<file path="src/verilog/shs_defines.svh">
`ifndef SHS_DEFINES_SVH
`define SHS_DEFINES_SVH

// register indices; byte address is four times the index
`define SHS_IDX_STATUS 16'hF703
`define SHS_IDX_IRQEN 16'hF704
`define SHS_IDX_COUNT 16'hF706
`define SHS_IDX_COMPARE 16'hF708
`define SHS_IDX_IRQCLR 16'hF710
`define SHS_IDX_MODE 16'hF712
`define SHS_IDX_MODECNT 16'hF714
`define SHS_IDX_COUNT1 16'hF716
`define SHS_IDX_SEQSTAT 16'hF718
`define SHS_IDX_RUN 16'hF720
`define SHS_IDX_LOCK 16'hF721
`define SHS_IDX_COMB 16'hF723
`define SHS_IDX_OUTEN 16'hF724
`define SHS_IDX_INITLVL 16'hF725
`define SHS_IDX_PDATA 16'hFFD9
`define SHS_IDX_PDIR 16'hFFE9

// field positions
`define SHS_BIT_RUN0 0
`define SHS_BIT_RUN1 1
`define SHS_BIT_SYNC 0
`define SHS_BIT_DIS0 0
`define SHS_BIT_LVL0 0
`define SHS_EV_MATCH 0
`define SHS_EV_MODE 1
`define SHS_EV_W 2

// reset values
`define SHS_RST_PDATA 8'h08
`define SHS_RST_PDIR 8'h00
`define SHS_RST_OUTEN 8'h01
`define SHS_RST_COMPARE 16'hFFFF
`define SHS_RST_MODECNT 16'h0000
`define SHS_TBL_LAST 7'h5F

`endif

</file>
<file path="src/verilog/shs_pkg.sv">
package shs_pkg;

  typedef enum logic [2:0] {
    MODE_FWD_UP,
    MODE_FWD_DOWN,
    MODE_FWD_CONST,
    MODE_STOP,
    MODE_REV_UP,
    MODE_REV_DOWN,
    MODE_REV_CONST
  } shs_mode_e;

  localparam logic [0:7][7:0] SHS_PATTERN = {
    8'h08, 8'h0C, 8'h04, 8'h06, 8'h02, 8'h03, 8'h01, 8'h09
  };

  localparam logic [0:95][15:0] SHS_INTERVAL = {
    16'hFFFF, 16'hF000, 16'hE000, 16'hD500, 16'hCE40, 16'hC738, 16'hC030, 16'hB928,
    16'hB220, 16'hAB18, 16'hA410, 16'h9DD0, 16'h9790, 16'h9150, 16'h8CA0, 16'h87F0,
    16'h8340, 16'h8020, 16'h7D00, 16'h7AA8, 16'h7850, 16'h75F8, 16'h74BD, 16'h7148,
    16'h6FB8, 16'h6E28, 16'h6C98, 16'h6B08, 16'h6978, 16'h67E8, 16'h66BC, 16'h6590,
    16'h6464, 16'h6338, 16'h620C, 16'h6144, 16'h607C, 16'h5FB4, 16'h5EEC, 16'h5DCA,
    16'h5CA8, 16'h5B86, 16'h5A64, 16'h5942, 16'h5820, 16'h56FE, 16'h55DC, 16'h54BA,
    16'h5398, 16'h5276, 16'h5154, 16'h5032, 16'h4F10, 16'h4DEE, 16'h4CCC, 16'h4BAA,
    16'h4A88, 16'h4966, 16'h4844, 16'h4722, 16'h4600, 16'h44DE, 16'h43BC, 16'h429A,
    16'h4178, 16'h4056, 16'h3F34, 16'h3E12, 16'h3CF0, 16'h3BC4, 16'h3A34, 16'h3890,
    16'h373C, 16'h35E8, 16'h3494, 16'h33D6, 16'h3318, 16'h325A, 16'h319C, 16'h30DE,
    16'h3064, 16'h2FEA, 16'h2F70, 16'h2EF6, 16'h2E7C, 16'h2E02, 16'h2D9C, 16'h2D36,
    16'h2CD0, 16'h2C6A, 16'h2C04, 16'h2B9E, 16'h2B38, 16'h2AD2, 16'h2A6C, 16'h2A00
  };

endpackage

</file>
<file path="src/verilog/shs_sequencer.sv">
// What this block does
// - Step counter counts only while the run bit is set; clearing it holds count.
// - Lockstep bit set with combination field zero: second counter tracks step counter; clear: independent.
// - Combination field zero keeps both channels in normal operation.
// - Compare output disable bit is active low enable: 0 drives pin, 1 releases.
// - Initial level bit sets compare pin level before any compare match.
// - Phase direction bits set to one make the phase lines outputs.
// - Phase data bits drive phases directly; reset value excites phase A only.
// - Phase output walks the eight entry half-step pattern 08,0C,04,06,02,03,01,09.
// - Bit 3 is A, bit 2 is B, bit 1 is A-bar, bit 0 is B-bar.
// - During slews each step loads the next interval entry into the compare.
// - Interval table holds 96 values falling from FFFF to 2A00.
// - Seven modes: forward and reverse slew-up, slew-down, constant, plus stop.
// - Mode selector holds the mode; a step count sets how long it lasts.
// - Compare match flag sets when counter equals compare while the run bit is set; live bit shows that match.
// - Match interrupt enable passes or suppresses the match flag interrupt.
`timescale 1ns/1ps
`default_nettype none
`include "shs_defines.svh"

module shs_sequencer
  import shs_pkg::*;
(
  input wire logic aclk,
  input wire logic aresetn,
  input wire logic [19:0] s_axi_awaddr,
  input wire logic s_axi_awvalid,
  output logic s_axi_awready,
  input wire logic [31:0] s_axi_wdata,
  input wire logic [3:0] s_axi_wstrb,
  input wire logic s_axi_wvalid,
  output logic s_axi_wready,
  output logic [1:0] s_axi_bresp,
  output logic s_axi_bvalid,
  input wire logic s_axi_bready,
  input wire logic [19:0] s_axi_araddr,
  input wire logic s_axi_arvalid,
  output logic s_axi_arready,
  output logic [31:0] s_axi_rdata,
  output logic [1:0] s_axi_rresp,
  output logic s_axi_rvalid,
  input wire logic s_axi_rready,
  output logic phase_a_line,
  output logic phase_a_line_oe_n,
  output logic phase_b_line,
  output logic phase_b_line_oe_n,
  output logic phase_a_bar_line,
  output logic phase_a_bar_line_oe_n,
  output logic phase_b_bar_line,
  output logic phase_b_bar_line_oe_n,
  output logic compare_output_pin,
  output logic compare_output_pin_oe_n,
  output logic irq
);

  logic aw_full, w_full;
  logic [19:0] aw_addr;
  logic [31:0] w_data;
  logic [3:0] w_strb;
  logic wr_en;
  logic [15:0] wr_idx;
  logic [31:0] rd_val;
  logic [7:0] run_ctrl, lock_mode, comb_func, out_en, init_lvl, pdata, pdir;
  logic [15:0] step_counter, second_channel_counter, step_compare_value, mode_count;
  logic [`SHS_EV_W-1:0] status, irq_en;
  shs_mode_e mode, next_mode;
  logic [2:0] pat_idx;
  logic [6:0] tbl_idx;
  logic counter_run_bit, lockstep, comb_normal, match, step, mode_done, fwd;
  logic [`SHS_EV_W-1:0] events;
  logic [3:0] phase_vec, phase_oe_n;

  function automatic logic mapped(input logic [19:0] a);
    logic hit;
    hit = 1'b0;
    if (a[19:18] == 2'h0 && a[1:0] == 2'h0) begin
      case (a[17:2])
        `SHS_IDX_STATUS, `SHS_IDX_IRQEN, `SHS_IDX_COUNT, `SHS_IDX_COMPARE,
        `SHS_IDX_IRQCLR, `SHS_IDX_MODE, `SHS_IDX_MODECNT, `SHS_IDX_COUNT1,
        `SHS_IDX_SEQSTAT, `SHS_IDX_RUN, `SHS_IDX_LOCK, `SHS_IDX_COMB,
        `SHS_IDX_OUTEN, `SHS_IDX_INITLVL, `SHS_IDX_PDATA, `SHS_IDX_PDIR: hit = 1'b1;
        default: hit = 1'b0;
      endcase
    end
    return hit;
  endfunction

  function automatic shs_mode_e to_mode(input logic [2:0] v);
    // the unused code falls back to stop so the motor never runs on garbage
    return (v == 3'h7) ? MODE_STOP : shs_mode_e'(v);
  endfunction

  // AXI4-Lite write side: address and data held independently until both are in
  assign s_axi_awready = !aw_full;
  assign s_axi_wready = !w_full;
  assign wr_en = aw_full && w_full && !s_axi_bvalid;
  assign wr_idx = aw_addr[17:2];

  always_ff @(posedge aclk) begin
    if (!aresetn) begin
      aw_full <= 1'b0;
      w_full <= 1'b0;
      aw_addr <= 20'h00000;
      w_data <= 32'h00000000;
      w_strb <= 4'h0;
      s_axi_bvalid <= 1'b0;
      s_axi_bresp <= 2'h0;
    end else begin
      if (s_axi_awvalid && !aw_full) begin
        aw_full <= 1'b1;
        aw_addr <= s_axi_awaddr;
      end
      if (s_axi_wvalid && !w_full) begin
        w_full <= 1'b1;
        w_data <= s_axi_wdata;
        w_strb <= s_axi_wstrb;
      end
      if (wr_en) begin
        aw_full <= 1'b0;
        w_full <= 1'b0;
        s_axi_bvalid <= 1'b1;
        s_axi_bresp <= mapped(aw_addr) ? 2'h0 : 2'h2;
      end else if (s_axi_bready) begin
        s_axi_bvalid <= 1'b0;
      end
    end
  end

  // read side: one outstanding read, data registered one edge after the address
  assign s_axi_arready = !s_axi_rvalid;

  always_comb begin
    rd_val = 32'h00000000;
    case (s_axi_araddr[17:2])
      `SHS_IDX_STATUS: rd_val = {29'h00000000, match, status};
      `SHS_IDX_IRQEN: rd_val = {30'h00000000, irq_en};
      `SHS_IDX_COUNT: rd_val = {16'h0000, step_counter};
      `SHS_IDX_COMPARE: rd_val = {16'h0000, step_compare_value};
      `SHS_IDX_MODE: rd_val = {25'h0000000, next_mode, 1'b0, mode};
      `SHS_IDX_MODECNT: rd_val = {16'h0000, mode_count};
      `SHS_IDX_COUNT1: rd_val = {16'h0000, second_channel_counter};
      `SHS_IDX_SEQSTAT: rd_val = {21'h000000, tbl_idx, 1'b0, pat_idx};
      `SHS_IDX_RUN: rd_val = {24'h000000, run_ctrl};
      `SHS_IDX_LOCK: rd_val = {24'h000000, lock_mode};
      `SHS_IDX_COMB: rd_val = {24'h000000, comb_func};
      `SHS_IDX_OUTEN: rd_val = {24'h000000, out_en};
      `SHS_IDX_INITLVL: rd_val = {24'h000000, init_lvl};
      `SHS_IDX_PDATA: rd_val = {24'h000000, pdata};
      `SHS_IDX_PDIR: rd_val = {24'h000000, pdir};
      default: rd_val = 32'h00000000;
    endcase
  end

  always_ff @(posedge aclk) begin
    if (!aresetn) begin
      s_axi_rvalid <= 1'b0;
      s_axi_rdata <= 32'h00000000;
      s_axi_rresp <= 2'h0;
    end else if (s_axi_arvalid && !s_axi_rvalid) begin
      s_axi_rvalid <= 1'b1;
      s_axi_rdata <= mapped(s_axi_araddr) ? rd_val : 32'h00000000;
      s_axi_rresp <= mapped(s_axi_araddr) ? 2'h0 : 2'h2;
    end else if (s_axi_rready) begin
      s_axi_rvalid <= 1'b0;
    end
  end

  // plain byte-wide control registers, plus the two-bit irq_en
  always_ff @(posedge aclk) begin
    if (!aresetn) begin
      run_ctrl <= 8'h00;
      lock_mode <= 8'h00;
      comb_func <= 8'h00;
      out_en <= `SHS_RST_OUTEN;
      init_lvl <= 8'h00;
      pdir <= `SHS_RST_PDIR;
      irq_en <= '0;
    end else if (wr_en && w_strb[0]) begin
      case (wr_idx)
        `SHS_IDX_RUN: run_ctrl <= w_data[7:0];
        `SHS_IDX_LOCK: lock_mode <= w_data[7:0];
        `SHS_IDX_COMB: comb_func <= w_data[7:0];
        `SHS_IDX_OUTEN: out_en <= w_data[7:0];
        `SHS_IDX_INITLVL: init_lvl <= w_data[7:0];
        `SHS_IDX_PDIR: pdir <= w_data[7:0];
        `SHS_IDX_IRQEN: irq_en <= w_data[`SHS_EV_W-1:0];
        default: ;
      endcase
    end
  end

  assign counter_run_bit = run_ctrl[`SHS_BIT_RUN0];
  assign comb_normal = (comb_func[1:0] == 2'h0);
  assign lockstep = lock_mode[`SHS_BIT_SYNC] && comb_normal;
  assign match = counter_run_bit && (step_counter == step_compare_value);
  assign step = match && (mode != MODE_STOP);
  assign mode_done = match && (mode_count == 16'h0001);
  assign fwd = (mode == MODE_FWD_UP) || (mode == MODE_FWD_DOWN) || (mode == MODE_FWD_CONST);

  always_ff @(posedge aclk) begin
    if (!aresetn) begin
      step_counter <= 16'h0000;
    end else if (match) begin
      step_counter <= 16'h0000;
    end else if (wr_en && wr_idx == `SHS_IDX_COUNT && w_strb[1:0] == 2'h3) begin
      step_counter <= w_data[15:0];
    end else if (counter_run_bit) begin
      step_counter <= step_counter + 16'h0001;
    end
  end

  always_ff @(posedge aclk) begin
    if (!aresetn) begin
      second_channel_counter <= 16'h0000;
    end else if (lockstep) begin
      if (match) begin
        second_channel_counter <= 16'h0000;
      end else if (wr_en && wr_idx == `SHS_IDX_COUNT && w_strb[1:0] == 2'h3) begin
        // follow a software load too, or the mirror lags one write behind
        second_channel_counter <= w_data[15:0];
      end else if (counter_run_bit) begin
        second_channel_counter <= step_counter + 16'h0001;
      end else begin
        second_channel_counter <= step_counter;
      end
    end else if (comb_normal && run_ctrl[`SHS_BIT_RUN1]) begin
      second_channel_counter <= second_channel_counter + 16'h0001;
    end
  end

  always_ff @(posedge aclk) begin
    if (!aresetn) begin
      step_compare_value <= `SHS_RST_COMPARE;
      tbl_idx <= 7'h00;
    end else if (step && (mode == MODE_FWD_UP || mode == MODE_REV_UP)) begin
      step_compare_value <= SHS_INTERVAL[tbl_idx];
      if (tbl_idx != `SHS_TBL_LAST) begin
        tbl_idx <= tbl_idx + 7'h01;
      end
    end else if (step && (mode == MODE_FWD_DOWN || mode == MODE_REV_DOWN)) begin
      step_compare_value <= SHS_INTERVAL[tbl_idx];
      if (tbl_idx != 7'h00) begin
        tbl_idx <= tbl_idx - 7'h01;
      end
    end else if (wr_en && wr_idx == `SHS_IDX_COMPARE && w_strb[1:0] == 2'h3) begin
      step_compare_value <= w_data[15:0];
    end
  end

  always_ff @(posedge aclk) begin
    if (!aresetn) begin
      pat_idx <= 3'h0;
      pdata <= `SHS_RST_PDATA;
    end else if (step) begin
      pat_idx <= fwd ? pat_idx + 3'h1 : pat_idx - 3'h1;
      pdata <= SHS_PATTERN[fwd ? pat_idx + 3'h1 : pat_idx - 3'h1];
    end else if (wr_en && wr_idx == `SHS_IDX_PDATA && w_strb[0]) begin
      pdata <= w_data[7:0];
    end
  end

  always_ff @(posedge aclk) begin
    if (!aresetn) begin
      mode <= MODE_STOP;
      next_mode <= MODE_STOP;
      mode_count <= `SHS_RST_MODECNT;
    end else begin
      if (mode_done) begin
        mode <= next_mode;
      end else if (wr_en && wr_idx == `SHS_IDX_MODE && w_strb[0]) begin
        mode <= to_mode(w_data[2:0]);
        next_mode <= to_mode(w_data[6:4]);
      end
      if (match && mode_count != 16'h0000) begin
        mode_count <= mode_count - 16'h0001;
      end else if (wr_en && wr_idx == `SHS_IDX_MODECNT && w_strb[1:0] == 2'h3) begin
        mode_count <= w_data[15:0];
      end
    end
  end

  always_ff @(posedge aclk) begin
    if (!aresetn) begin
      compare_output_pin <= 1'b0;
    end else if (!counter_run_bit) begin
      compare_output_pin <= init_lvl[`SHS_BIT_LVL0];
    end else if (match) begin
      compare_output_pin <= !compare_output_pin;
    end
  end

  assign compare_output_pin_oe_n = out_en[`SHS_BIT_DIS0];

  // sticky events; a set in the same cycle as a clear wins
  assign events = {mode_done, match};
  always_ff @(posedge aclk) begin
    if (!aresetn) begin
      status <= '0;
    end else if (wr_en && wr_idx == `SHS_IDX_IRQCLR && w_strb[0]) begin
      status <= (status & ~w_data[`SHS_EV_W-1:0]) | events;
    end else begin
      status <= status | events;
    end
  end

  assign irq = |(status & irq_en);

  genvar gi;
  generate
    for (gi = 0; gi < 4; gi++) begin : g_phase
      assign phase_vec[gi] = pdata[gi];
      assign phase_oe_n[gi] = !pdir[gi];
    end
  endgenerate
  assign phase_a_line = phase_vec[3];
  assign phase_b_line = phase_vec[2];
  assign phase_a_bar_line = phase_vec[1];
  assign phase_b_bar_line = phase_vec[0];
  assign phase_a_line_oe_n = phase_oe_n[3];
  assign phase_b_line_oe_n = phase_oe_n[2];
  assign phase_a_bar_line_oe_n = phase_oe_n[1];
  assign phase_b_bar_line_oe_n = phase_oe_n[0];
endmodule // shs_sequencer

`default_nettype wire

</file>
<file path="config.mk">
export PLATFORM = sky130hd
export DESIGN_NAME = shs_sequencer
export DESIGN_NICKNAME = d
export VERILOG_FILES = /design/src/verilog/shs_pkg.sv /design/src/verilog/shs_sequencer.sv
export VERILOG_INCLUDE_DIRS = /design/src /design/src/verilog
export SDC_FILE = /design/constraint.sdc
export NUM_CORES = 1
export LEC_CHECK = 0
export ABC_AREA = 1
export BUFFER_PORTS_ARGS = -buffer_cell sky130_fd_sc_hd__buf_2
export CORE_MARGIN = 2
export CORE_UTILIZATION = 50
export CTS_CLUSTER_SIZE = 24
export DETAILED_ROUTE_END_ITERATION = 10
export GPL_TIMING_DRIVEN = 0
export PLACE_DENSITY = 0.78
export SLEW_MARGIN = 30
export SYNTH_ARGS = -nofsm -noshare
export SYNTH_HDL_FRONTEND = slang
export SYNTH_SLANG_ARGS = --single-unit
</file>
<file path="constraint.sdc">
create_clock -name aclk -period 3.45 [get_ports aclk]
set_input_delay 0.1725 -clock aclk [delete_from_list [all_inputs] [get_ports aclk]]
set_output_delay 0.1725 -clock aclk [all_outputs]
set_load 0.02 [all_outputs]
</file>
Word level (Yosys, flattened, before mapping)
Memory sizes are Yosys's and may differ from the RTL's.
Cells that the tools add are included.
{"block": "classes", "n_eq_ne": 45, "n_lt_le_gt_ge": 2, "reduce_logical": 71, "n_mux": 44, "n_bitwise": 9, "n_addsub": 7, "div": 0, "n_mul": 0, "n_shift": 0}
{"operator": "== test 16 bit, second input constant", "n": 32}
{"operator": "case mux 16 bit (15 select lines)", "n": 1}
{"operator": "2-to-1 mux 16 bit", "n": 12}
{"operator": "adder 16 x 1 -> 16 bit, second input constant", "n": 2}
{"operator": "2-to-1 mux 32 bit", "n": 1}
{"operator": "2-to-1 mux 8 bit", "n": 4}
{"operator": "OR reduction 16 bit", "n": 2}
{"operator": "logical AND 1 bit", "n": 28}
{"operator": "2-to-1 mux 7 bit", "n": 4}
{"operator": "== test 16 x 1 -> 1 bit, second input constant", "n": 1}
{"operator": "== test 16 bit", "n": 1}
{"operator": "AND reduction 2 bit", "n": 8}
{"operator": "nonzero test 16 bit", "n": 1}
{"operator": "nonzero test 2 bit", "n": 8}
{"operator": "subtractor 16 x 1 -> 16 bit, second input constant", "n": 1}
{"operator": "2-to-1 mux 3 bit", "n": 5}
{"operator": "2-to-1 mux 1 bit", "n": 14}
{"operator": "== test 3 bit, second input constant", "n": 4}
{"operator": "zero test 2 bit", "n": 5}
{"operator": "zero test 1 bit", "n": 9}
{"operator": "greater-or-equal comparator 8 bit, second input constant", "n": 1}
{"operator": "inverter 7 -> 8 bit", "n": 1}
{"operator": "adder 7 x 1 -> 7 bit, second input constant", "n": 1}
{"operator": "inequality test 7 bit, second input constant", "n": 1}
{"operator": "21 further kinds", "n": 31}
{"block": "totals", "out_inout_bits": 52, "mem_bits_ro": 2112, "ramBits": 0, "latchBits": 0, "mem_count": 2, "ff_bits": 219, "inputBits": 83, "word_cells": 208}
{"name": "(no name shown)", "depth": 128, "width": 16, "rd": 1, "rd_ports_with_merged_regs": 0, "wr": 0, "line_no": "shs_sequencer.sv:241", "rtl": "step_compare_value <= SHS_INTERVAL[tbl_idx];"}
{"name": "(no name shown)", "depth": 8, "width": 8, "rd": 1, "rd_ports_with_merged_regs": 0, "wr": 0, "line_no": "shs_sequencer.sv:256", "rtl": "pdata <= SHS_PATTERN[fwd ? pat_idx + 3'h1 : pat_idx - 3'h1];"}

Logic depth before layout (Yosys ltp)
Gate-level depths: netlist (run 1).
{"block": "logic_depth", "word_depth": 9, "mapped_depth": 20, "mapped_depth_nobuf": 19}

Least setup slack after synthesis (run 1)
OpenSTA, ideal clock, no wires.
{"block": "synth_timing", "path_type": "flip-flop to flip-flop", "startpoint": "reg step_counter[12]", "endpoint": "reg tbl_idx[6]", "setup_ns": 0.113, "path_stages_with_launch": 18, "path_slack_ns": 0.838, "synth_period_minus_slack_ns": 2.612, "t_required_ns": 3.337, "arrival_time_ns": 2.499, "n_path_buf": 1, "cell_sequence": "dfxtp_1 > inv_2 > nand2_1 > nand4_1 > or2_1 > nor2_1 > nand3_2 > nor2_2 > buf_4 > nand2_1 > ha_1 > a21o_1 > nand2_1 > nand3_1 > xor2_1 > nand3_1 > o21ai_1 > nor2_1"}
{"block": "synth_between", "elab_chain_len": 6, "elab_cells_between_ends": 10, "classes_between": "2 x eq/ne; 1 x mux; 7 x reduce/logical"}
{"element": "start, declared", "line_no": "shs_sequencer.sv:64", "rtl": "logic [15:0] step_counter, second_channel_counter, step_compare_value, mode_count;"}
{"element": "start signal, assigned", "line_no": "shs_sequencer.sv:206", "rtl": "step_counter <= w_data[15:0];"}
{"element": "start signal, assigned", "line_no": "shs_sequencer.sv:208", "rtl": "step_counter <= step_counter + 16'h0001;"}
{"element": "== test 16 bit *", "line_no": "shs_sequencer.sv:195", "rtl": "assign match = counter_run_bit && (step_counter == step_compare_value);"}
{"element": "logical AND 1 bit *", "line_no": "shs_sequencer.sv:195"}
{"element": "logical AND 1 bit *", "line_no": "shs_sequencer.sv:196", "rtl": "assign step = match && (mode != MODE_STOP);"}
{"element": "logical AND 1 bit, on equally long branches", "line_no": "shs_sequencer.sv:235, shs_sequencer.sv:240"}
{"element": "inequality test 2 x 1 -> 1 bit (no line) or nonzero test 2 bit (tied branches)"}
{"element": "AND reduction 3 bit (no line)"}
{"element": "end signal, assigned", "line_no": "shs_sequencer.sv:238", "rtl": "tbl_idx <= tbl_idx + 7'h01;"}
{"element": "end signal, assigned", "line_no": "shs_sequencer.sv:243", "rtl": "tbl_idx <= tbl_idx - 7'h01;"}
{"element": "end, declared", "line_no": "shs_sequencer.sv:68", "rtl": "logic [6:0] tbl_idx;"}
Every way passes the cells marked *; elsewhere a longest branch is shown, timed or not.
A chain may end at the register's enable or synchronous reset.

Final worst setup path (run 1)
{"block": "layout_timing", "startpoint": "reg tbl_idx[1]", "endpoint": "reg step_compare_value[6]"}
{"block": "layout_between", "elab_chain_len": 6}
{"element": "inverter 7 -> 8 bit (implied by the code) *", "line_no": "shs_sequencer.sv:236, shs_sequencer.sv:241"}
{"element": "memory (128 x 16 bit) *"}
{"element": "2-to-1 mux 16 bit (implied by the code) * (2 in series)", "line_no": "shs_sequencer.sv:241"}
{"element": "2-to-1 mux 16 bit", "line_no": "shs_sequencer.sv:240", "rtl": "end else if (step && (mode == MODE_FWD_DOWN || mode == MODE_REV_DOWN)) begin"}
{"element": "2-to-1 mux 16 bit *", "line_no": "shs_sequencer.sv:235", "rtl": "end else if (step && (mode == MODE_FWD_UP || mode == MODE_REV_UP)) begin"}
{"element": "end signal, assigned", "line_no": "shs_sequencer.sv:236", "rtl": "step_compare_value <= SHS_INTERVAL[tbl_idx];"}
{"element": "end signal, assigned", "line_no": "shs_sequencer.sv:241"}
{"element": "end signal, assigned", "line_no": "shs_sequencer.sv:246", "rtl": "step_compare_value <= w_data[15:0];"}
{"element": "end, declared", "line_no": "shs_sequencer.sv:64"}
Every way passes the cells marked *; elsewhere a longest branch is shown, timed or not. The select of a mux whose other input is x is not followed.

==> results_dict.tcl, run 1 <==
set metrics [dict create \
    crit_required_ns 3.92 \
    synth_cell_type_count 58 \
    cap_violations 0 \
    status "complete, no violations" \
    syn_inst 1979 \
    finClkSkew_ns 0.0288 \
    grt_pass1_vias 14140 \
    post_dp_cell_area_sq_um 13900 \
    final_common_cell "nand2_1" \
    grt_antenna_before_repair 2 \
    switching_share 0.269 \
    hold_path_class "input port to flop" \
    clkSlewWorstSetupHoldPaths_ns 0.06 \
    gr-total-overflow 0 \
    drt_wl_total_mm 55.1 \
    final_cell_mix "nand2_1 (418), nor2_1 (208), dfxtp_1 (200), inv_1 (192), o21ai_0 (186)" \
    die_area_sq_um 27200 \
    syn_avg_cell_area_sq_um 6.53 \
    core_sq_um 25300 \
    layout-drive-gt1-share 0.131 \
    grt_first_pass_wirelength_mm 82.5 \
    drc_errors 0 \
    root_buffer "clkbuf_16" \
    area_growth_syn_to_layout_pct 16.3 \
    worst-path-buf-inv 3 \
    power_uw 5240 \
    drt_iter0_drc 1929 \
    p_per_area_nw_per_um2 349 \
    peakVddDrop_v 0.000408 \
    vias 15160 \
    crit_fanout 9 \
    grt_max_degree 14 \
    slew_headroom 0.361 \
    critPathMaxStageDelay_ns 0.56 \
    fin_nets 2265 \
    crit_arrival_ns 3.71 \
    crit_path_start_kind "flop" \
    endpoint_kind "flop" \
    leakage_uw 0.00674 \
    drt_first_pass_iters 6 \
    cts_buffer_depth 3 \
    multi_input_area_sq_um 7620 \
    cp_top_family "simple AND/OR/NAND/NOR gates" \
    register_area_sq_um 4030 \
    final.period_utilization 0.940 \
    fmax_mhz 308 \
    cts_tree "yes" \
    clk_latency_ns 0.56 \
    grt.total_usage 0.404 \
    cts_buffers 23 \
    cellInternalPower_uw 3830 \
    die-width_um 165 \
    power_frac_seq 0.461 \
    ioPinCount 135 \
    post-cts-setup-buffers 0 \
    crit_type "flop to flop" \
    dpl.hpwl_mm 40.9 \
    initial_core_util 0.512 \
    clock_power_share 0.455 \
    crit_top_cell "nand2_1" \
    synth_area_sq_um 12900 \
    crit_chain "clkbuf_1, inv_1, ha_1, nor2_1, inv_1, nand2_1, nand2_1, nand3_1, o211ai_1, o211ai_1, nand2_1, nand3_1, nand2_1, nand3_1" \
    rows 58 \
    synth-seq-cells 201 \
    wl_per_cell_um 22.0 \
    final-max-slew-violation-count 0 \
    ys_seq_area_frac 0.311 \
    power.share.combinational 0.084 \
    htree_levels 1 \
    cts.sinks 201 \
    fin_area_sq_um 15000 \
    rsz0062_at_grt "no" \
    worstMarginPinSlew_ns 0.959 \
    port_buffers 98 \
    avgViaCountPerCell 6.05 \
    fill_cells 2462 \
    p_sw_uw 1410 \
    fin_crit_ns 3.24 \
    ant_nets 0 \
    setup_viol 0 \
    ys_warn_count 0 \
    die_h_um 165 \
    hold_viol_final 0 \
    place_congestion 1.03 \
    slowest_stage "clkbuf_1" \
]
[synth_stat cells, drive strengths merged]
| cell type | instances | share of area |
|---|---|---|
| o21a | 3 | 0.0017 |
| nor3 | 30 | 0.014 |
| nand4 | 37 | 0.019 |
| clkinv | 7 | 0.0020 |
| a211oi | 16 | 0.0093 |
| a21oi | 166 | 0.066 |
| o21bai | 3 | 0.0017 |
| a22o | 2 | 0.0014 |
| buf | 53 | 0.029 |
| or2 | 7 | 0.0034 |
| o2111ai | 5 | 0.0034 |
| a21o | 1 | 0.00058 |
| nand3 | 193 | 0.082 |
| a22oi | 3 | 0.0017 |
| a31oi | 6 | 0.0029 |
| ha | 21 | 0.020 |
| nor3b | 4 | 0.0027 |
| nand3b | 1 | 0.00058 |
| o221ai | 5 | 0.0034 |
| conb | 1 | 0.00029 |
| xnor2 | 1 | 0.00068 |
| inv | 211 | 0.061 |
| o211ai | 29 | 0.018 |
| fa | 2 | 0.0031 |
| xor2 | 28 | 0.019 |
| nor4 | 7 | 0.0057 |
| nand2 | 429 | 0.13 |
| o22ai | 12 | 0.0058 |
| nor2 | 238 | 0.084 |
| o31ai | 4 | 0.0023 |
| a31o | 1 | 0.00068 |
| dfxtp | 201 | 0.31 |
| clkbuf | 43 | 0.012 |
| o21ai | 209 | 0.083 |
[path summary, 6_finish.rpt]
check	cells past startpoint	start	endpoint	slack, ns
max reg2reg	14	tbl_idx[1]$_SDFFE_PN0P_	step_compare_value[6]$_SDFFE_PN1P_	0.21
min reg2reg	2	init_lvl[3]$_SDFFE_PN0P_	init_lvl[3]$_SDFFE_PN0P_	0.45
max	14	tbl_idx[1]$_SDFFE_PN0P_	step_compare_value[6]$_SDFFE_PN1P_	0.21
min	3	s_axi_wdata[14]	w_data[14]$_SDFFE_PN0P_	0.03
[power by group through the flow]
stage / Clock [uW] / Combinational, uW / Sequential (uW)
6_report: 2390 / 441 / 2410
5_1_grt: 2470 / 462 / 2420
4_1_cts: 2360 / 410 / 2410
3_5_place_dp: 0 / 373 / 2460
3_3_place_gp: 0 / 368 / 2460
2_1_floorplan: 0 / 218 / 2440
[metal layers]
| layer | GRT usage | up-vias | routed length [um] |
|---|---|---|---|
| li1 | - | 6937 | - |
| met2 | 0.630 | 954 | 23900 |
| met1 | 0.534 | 7063 | 22000 |
| met4 | 0.200 | 2 | 3060 |
| met3 | 0.0773 | 204 | 6120 |
| met5 | 0 | - | 13 |
[through the flow]
stage / hold WS [ns] / setup WS, ns / TNS [ns] / cells / util
CTS: 0.00823 / 0.176 / 0 / 2503 / 0.595
detailed placement: 0.401 / -0.000621 / -0.000621 / 2424 / 0.550
floorplan: 0.307 / 0.838 / 0 / 1996 / -
finish: 0.0288 / 0.206 / 0 / 2505 / 0.595
global placement: 0.396 / -0.0559 / -0.231 / 2424 / 0.550
global route: 0.0266 / 0.0193 / 0 / 2504 / 0.595
[sequential cells by signal (all words and copies together), names as in the netlist, 2 cells and up]
| name | flops |
|---|---|
| w_data | 16 |
| next_mode | 3 |
| out_en | 8 |
| step_compare_value | 16 |
| step_counter | 16 |
| second_channel_counter | 16 |
| w_strb | 2 |
| init_lvl | 8 |
| mode | 3 |
| lock_mode | 8 |
| pdata | 8 |
| run_ctrl | 8 |
| mode_count | 16 |
| pdir | 8 |
| comb_func | 8 |
| pat_idx | 3 |
| irq_en | 2 |
| aw_addr | 20 |
| status | 2 |
| s_axi_rdata | 16 |
| tbl_idx | 7 |
[logic make-up after synthesis]
group           count (synthesis)  synth area share
fa+ha+maj                      23            0.0234
buf+inv                       314             0.105
simple gates                  946             0.339
compound gates                465             0.201
xor+xnor                       29            0.0196
flops                         201             0.311
other cells                     1          0.000290
[layout make-up]
class,count,area share
clock inverter,7,0.00391
sequential,201,0.268
antenna,2,0.000333
clock buffer,32,0.0439
timing repair buffer,138,0.0593
inverter,218,0.0547
buffer,96,0.0355
multi-input combinational,1481,0.507
tap,330,0.0275
[worst register-to-register path, delay by kind of cell (launching register included)]
kind / cells / cell delay [ns]
buf+inv: 3 / 0.97
compound gates: 2 / 0.27
simple gates: 8 / 1.02
flops: 1 / 0.49
fa+ha+maj: 1 / 0.44
[timing repair]
action                                 4_1_cts  5_1_grt
setup endpoints to repair                    6        4
endpoints found under the hold margin       40        0
hold buffers                                40        0
gates resized for setup                      1        3
No activity file was read; power rests on OpenSTA's default activity.
==> inputs of run 2 (changes only) <==
==> constraint.sdc (replaced) <==
create_clock -name aclk -period 3.08 [get_ports aclk]
set_input_delay 0.154 -clock aclk [delete_from_list [all_inputs] [get_ports aclk]]
set_output_delay 0.154 -clock aclk [all_outputs]
set_load 0.02 [all_outputs]
==> run 2 against run 1 <==
Non-clock buffer count rose by 5. Design area increased by 1.0%. Flip-flop and latch count unchanged. Clock-buffer cell count did not move. Sequential power grew 12%. Via count is 0.28% higher. Combinational power grew 12%. Final cell count grew 0.32%. Core utilization is 0.61 points higher. Routed wire length barely moved. Register-to-register slack got worse by 0.05 ns. First-iteration DRC count up 9.0%.
==> results_dict.tcl, run 2 (synthesis results as in run 1) <==
set metrics [dict create \
    finClkSkew_ns 0.0325 \
    htree_levels 1 \
    die_h_um 165 \
    root_buffer "clkbuf_16" \
    p_sw_uw 1580 \
    crit_path_start_kind "flop" \
    rsz0062_at_grt "no" \
    cts_buffer_depth 3 \
    endpoint_kind "flop" \
    drt_wl_total_mm 55.1 \
    grt_max_degree 14 \
    cts_buffers 23 \
    grt_first_pass_wirelength_mm 82.4 \
    cts_tree "yes" \
    die_area_sq_um 27200 \
    clk_latency_ns 0.56 \
    critPathMaxStageDelay_ns 0.62 \
    wl_per_cell_um 21.9 \
    clock_power_share 0.456 \
    hold_path_class "input port to flop" \
    power.share.combinational 0.084 \
    port_buffers 98 \
    final_common_cell "nand2_1" \
    cts.sinks 201 \
    fill_cells 2442 \
    grt_pass1_vias 14130 \
    final_cell_mix "nand2_1 (417), nor2_1 (205), dfxtp_1 (195), inv_1 (192), o21ai_0 (186)" \
    cellInternalPower_uw 4290 \
    peakVddDrop_v 0.000450 \
    final-max-slew-violation-count 0 \
    setup_viol 0 \
    place_congestion 1.03 \
    p_per_area_nw_per_um2 387 \
    avgViaCountPerCell 6.05 \
    worstMarginPinSlew_ns 0.994 \
    rows 58 \
    drt_iter0_drc 2103 \
    largest_reg_flops 20 \
    hold_viol_final 0 \
    grt.total_usage 0.403 \
    fmax_mhz 342 \
    ant_nets 0 \
    crit_required_ns 3.49 \
    leakage_uw 0.00678 \
    power_frac_seq 0.461 \
    die-width_um 165 \
    switching_share 0.269 \
    initial_core_util 0.512 \
    cp_top_family "flip-flops" \
    core_sq_um 25300 \
    status "complete, no violations" \
    drc_errors 0 \
    ff2ff_setup_slack_ns 0.16 \
    fin_nets 2270 \
    dpl.cell_count 2424 \
    final_core_util 0.601 \
    dpl.hpwl_mm 40.9 \
    vias 15202 \
    cap_violations 0 \
    slew_headroom 0.337 \
    gr-total-overflow 0 \
    clkSlewWorstSetupHoldPaths_ns 0.06 \
    setup-tns-final_ns 0 \
    regMostFlops "aw_addr" \
    crit_chain "clkinv_2, ha_1, nand3_1, inv_1, o21ai_0, nand3_1, nand2_1, nand3_1, a21oi_1, o21ai_0" \
    drt_first_pass_iters 8 \
    slowest_stage "dfxtp_2" \
    crit_top_cell "nand3_1" \
    final.period_utilization 0.949 \
    crit_type "flop to flop" \
    crit_arrival_ns 3.33 \
    fin_crit_ns 2.92 \
    ioPinCount 135 \
    layout-drive-gt1-share 0.140 \
    layout.cells.non_filler 2513 \
    crit_fanout 13 \
    area_growth_syn_to_layout_pct 17.5 \
    grt_antenna_before_repair 4 \
    worst-path-buf-inv 2 \
]
-- run 2: area by class of cell --
cell class / instances / area (sq um) / area share
Clock inverter: 7 / 58.8 / 0.00387
Inverter: 218 / 822 / 0.0541
Timing Repair Buffer: 143 / 931 / 0.0613
Clock buffer: 32 / 659 / 0.0434
Tap cell: 330 / 413 / 0.0272
Buffer: 96 / 543 / 0.0358
Multi-Input combinational cell: 1481 / 7720 / 0.508
Antenna cell: 5 / 12.5 / 0.000824
Sequential cell: 201 / 4030 / 0.265
-- run 2: worst min-delay path: stages --
cell     delay, ns
buf_2         0.07
o21ai_0       0.16
a21oi_1       0.15
-- run 2: path summary, 6_finish.rpt --
path / startpoint / end / depth (start not counted)
worst min-delay path: s_axi_awaddr[13] / aw_addr[13]$_SDFFE_PN0P_ / 3
worst min register to register: init_lvl[3]$_SDFFE_PN0P_ / init_lvl[3]$_SDFFE_PN0P_ / 2
worst max-delay path: tbl_idx[0]$_SDFFE_PN0P_ / step_compare_value[3]$_SDFFE_PN1P_ / 10
worst max register to register: tbl_idx[0]$_SDFFE_PN0P_ / step_compare_value[3]$_SDFFE_PN1P_ / 10
-- run 2: layer usage --
metal,vias to the layer above,GRT usage,share of wire
met4,0,0.197,0.054
met1,7035,0.532,0.40
li1,6948,-,-
met2,1016,0.631,0.44
met5,-,0,0
met3,203,0.0753,0.11
-- run 2: through the flow --
stage / hold WS (ns) / instance area (sq um) / setup slack (ns) / power (uW)
CTS: 0.0504 / 15100 / 0.0342 / 5810
global placement: 0.377 / 13900 / -0.426 / 3170
detailed placement: 0.382 / 13900 / -0.371 / 3170
global route: 0.0225 / 15200 / 0.00440 / 5990
floorplan: 0.289 / 13000 / 0.468 / 2980
finish: 0.0202 / 15200 / 0.157 / 5870
-- run 2: power by group through the flow --
stage | logic (uW) | clock network [uW] | registers [uW]
CTS | 461 | 2650 | 2700
global placement | 412 | 0 | 2750
detailed placement | 418 | 0 | 2750
floorplan | 245 | 0 | 2740
global route | 516 | 2760 | 2710
finish | 493 | 2680 | 2700
-- run 2: repair_timing --
item | 4_1_cts | 5_1_grt
hold buffers | 41 | 0
setup endpoints to repair | 20 | 5
hold endpoints to repair | 41 | 0
buffers inserted | 1 | 3
pin swaps | 0 | 4
gates resized for setup | 7 | 20
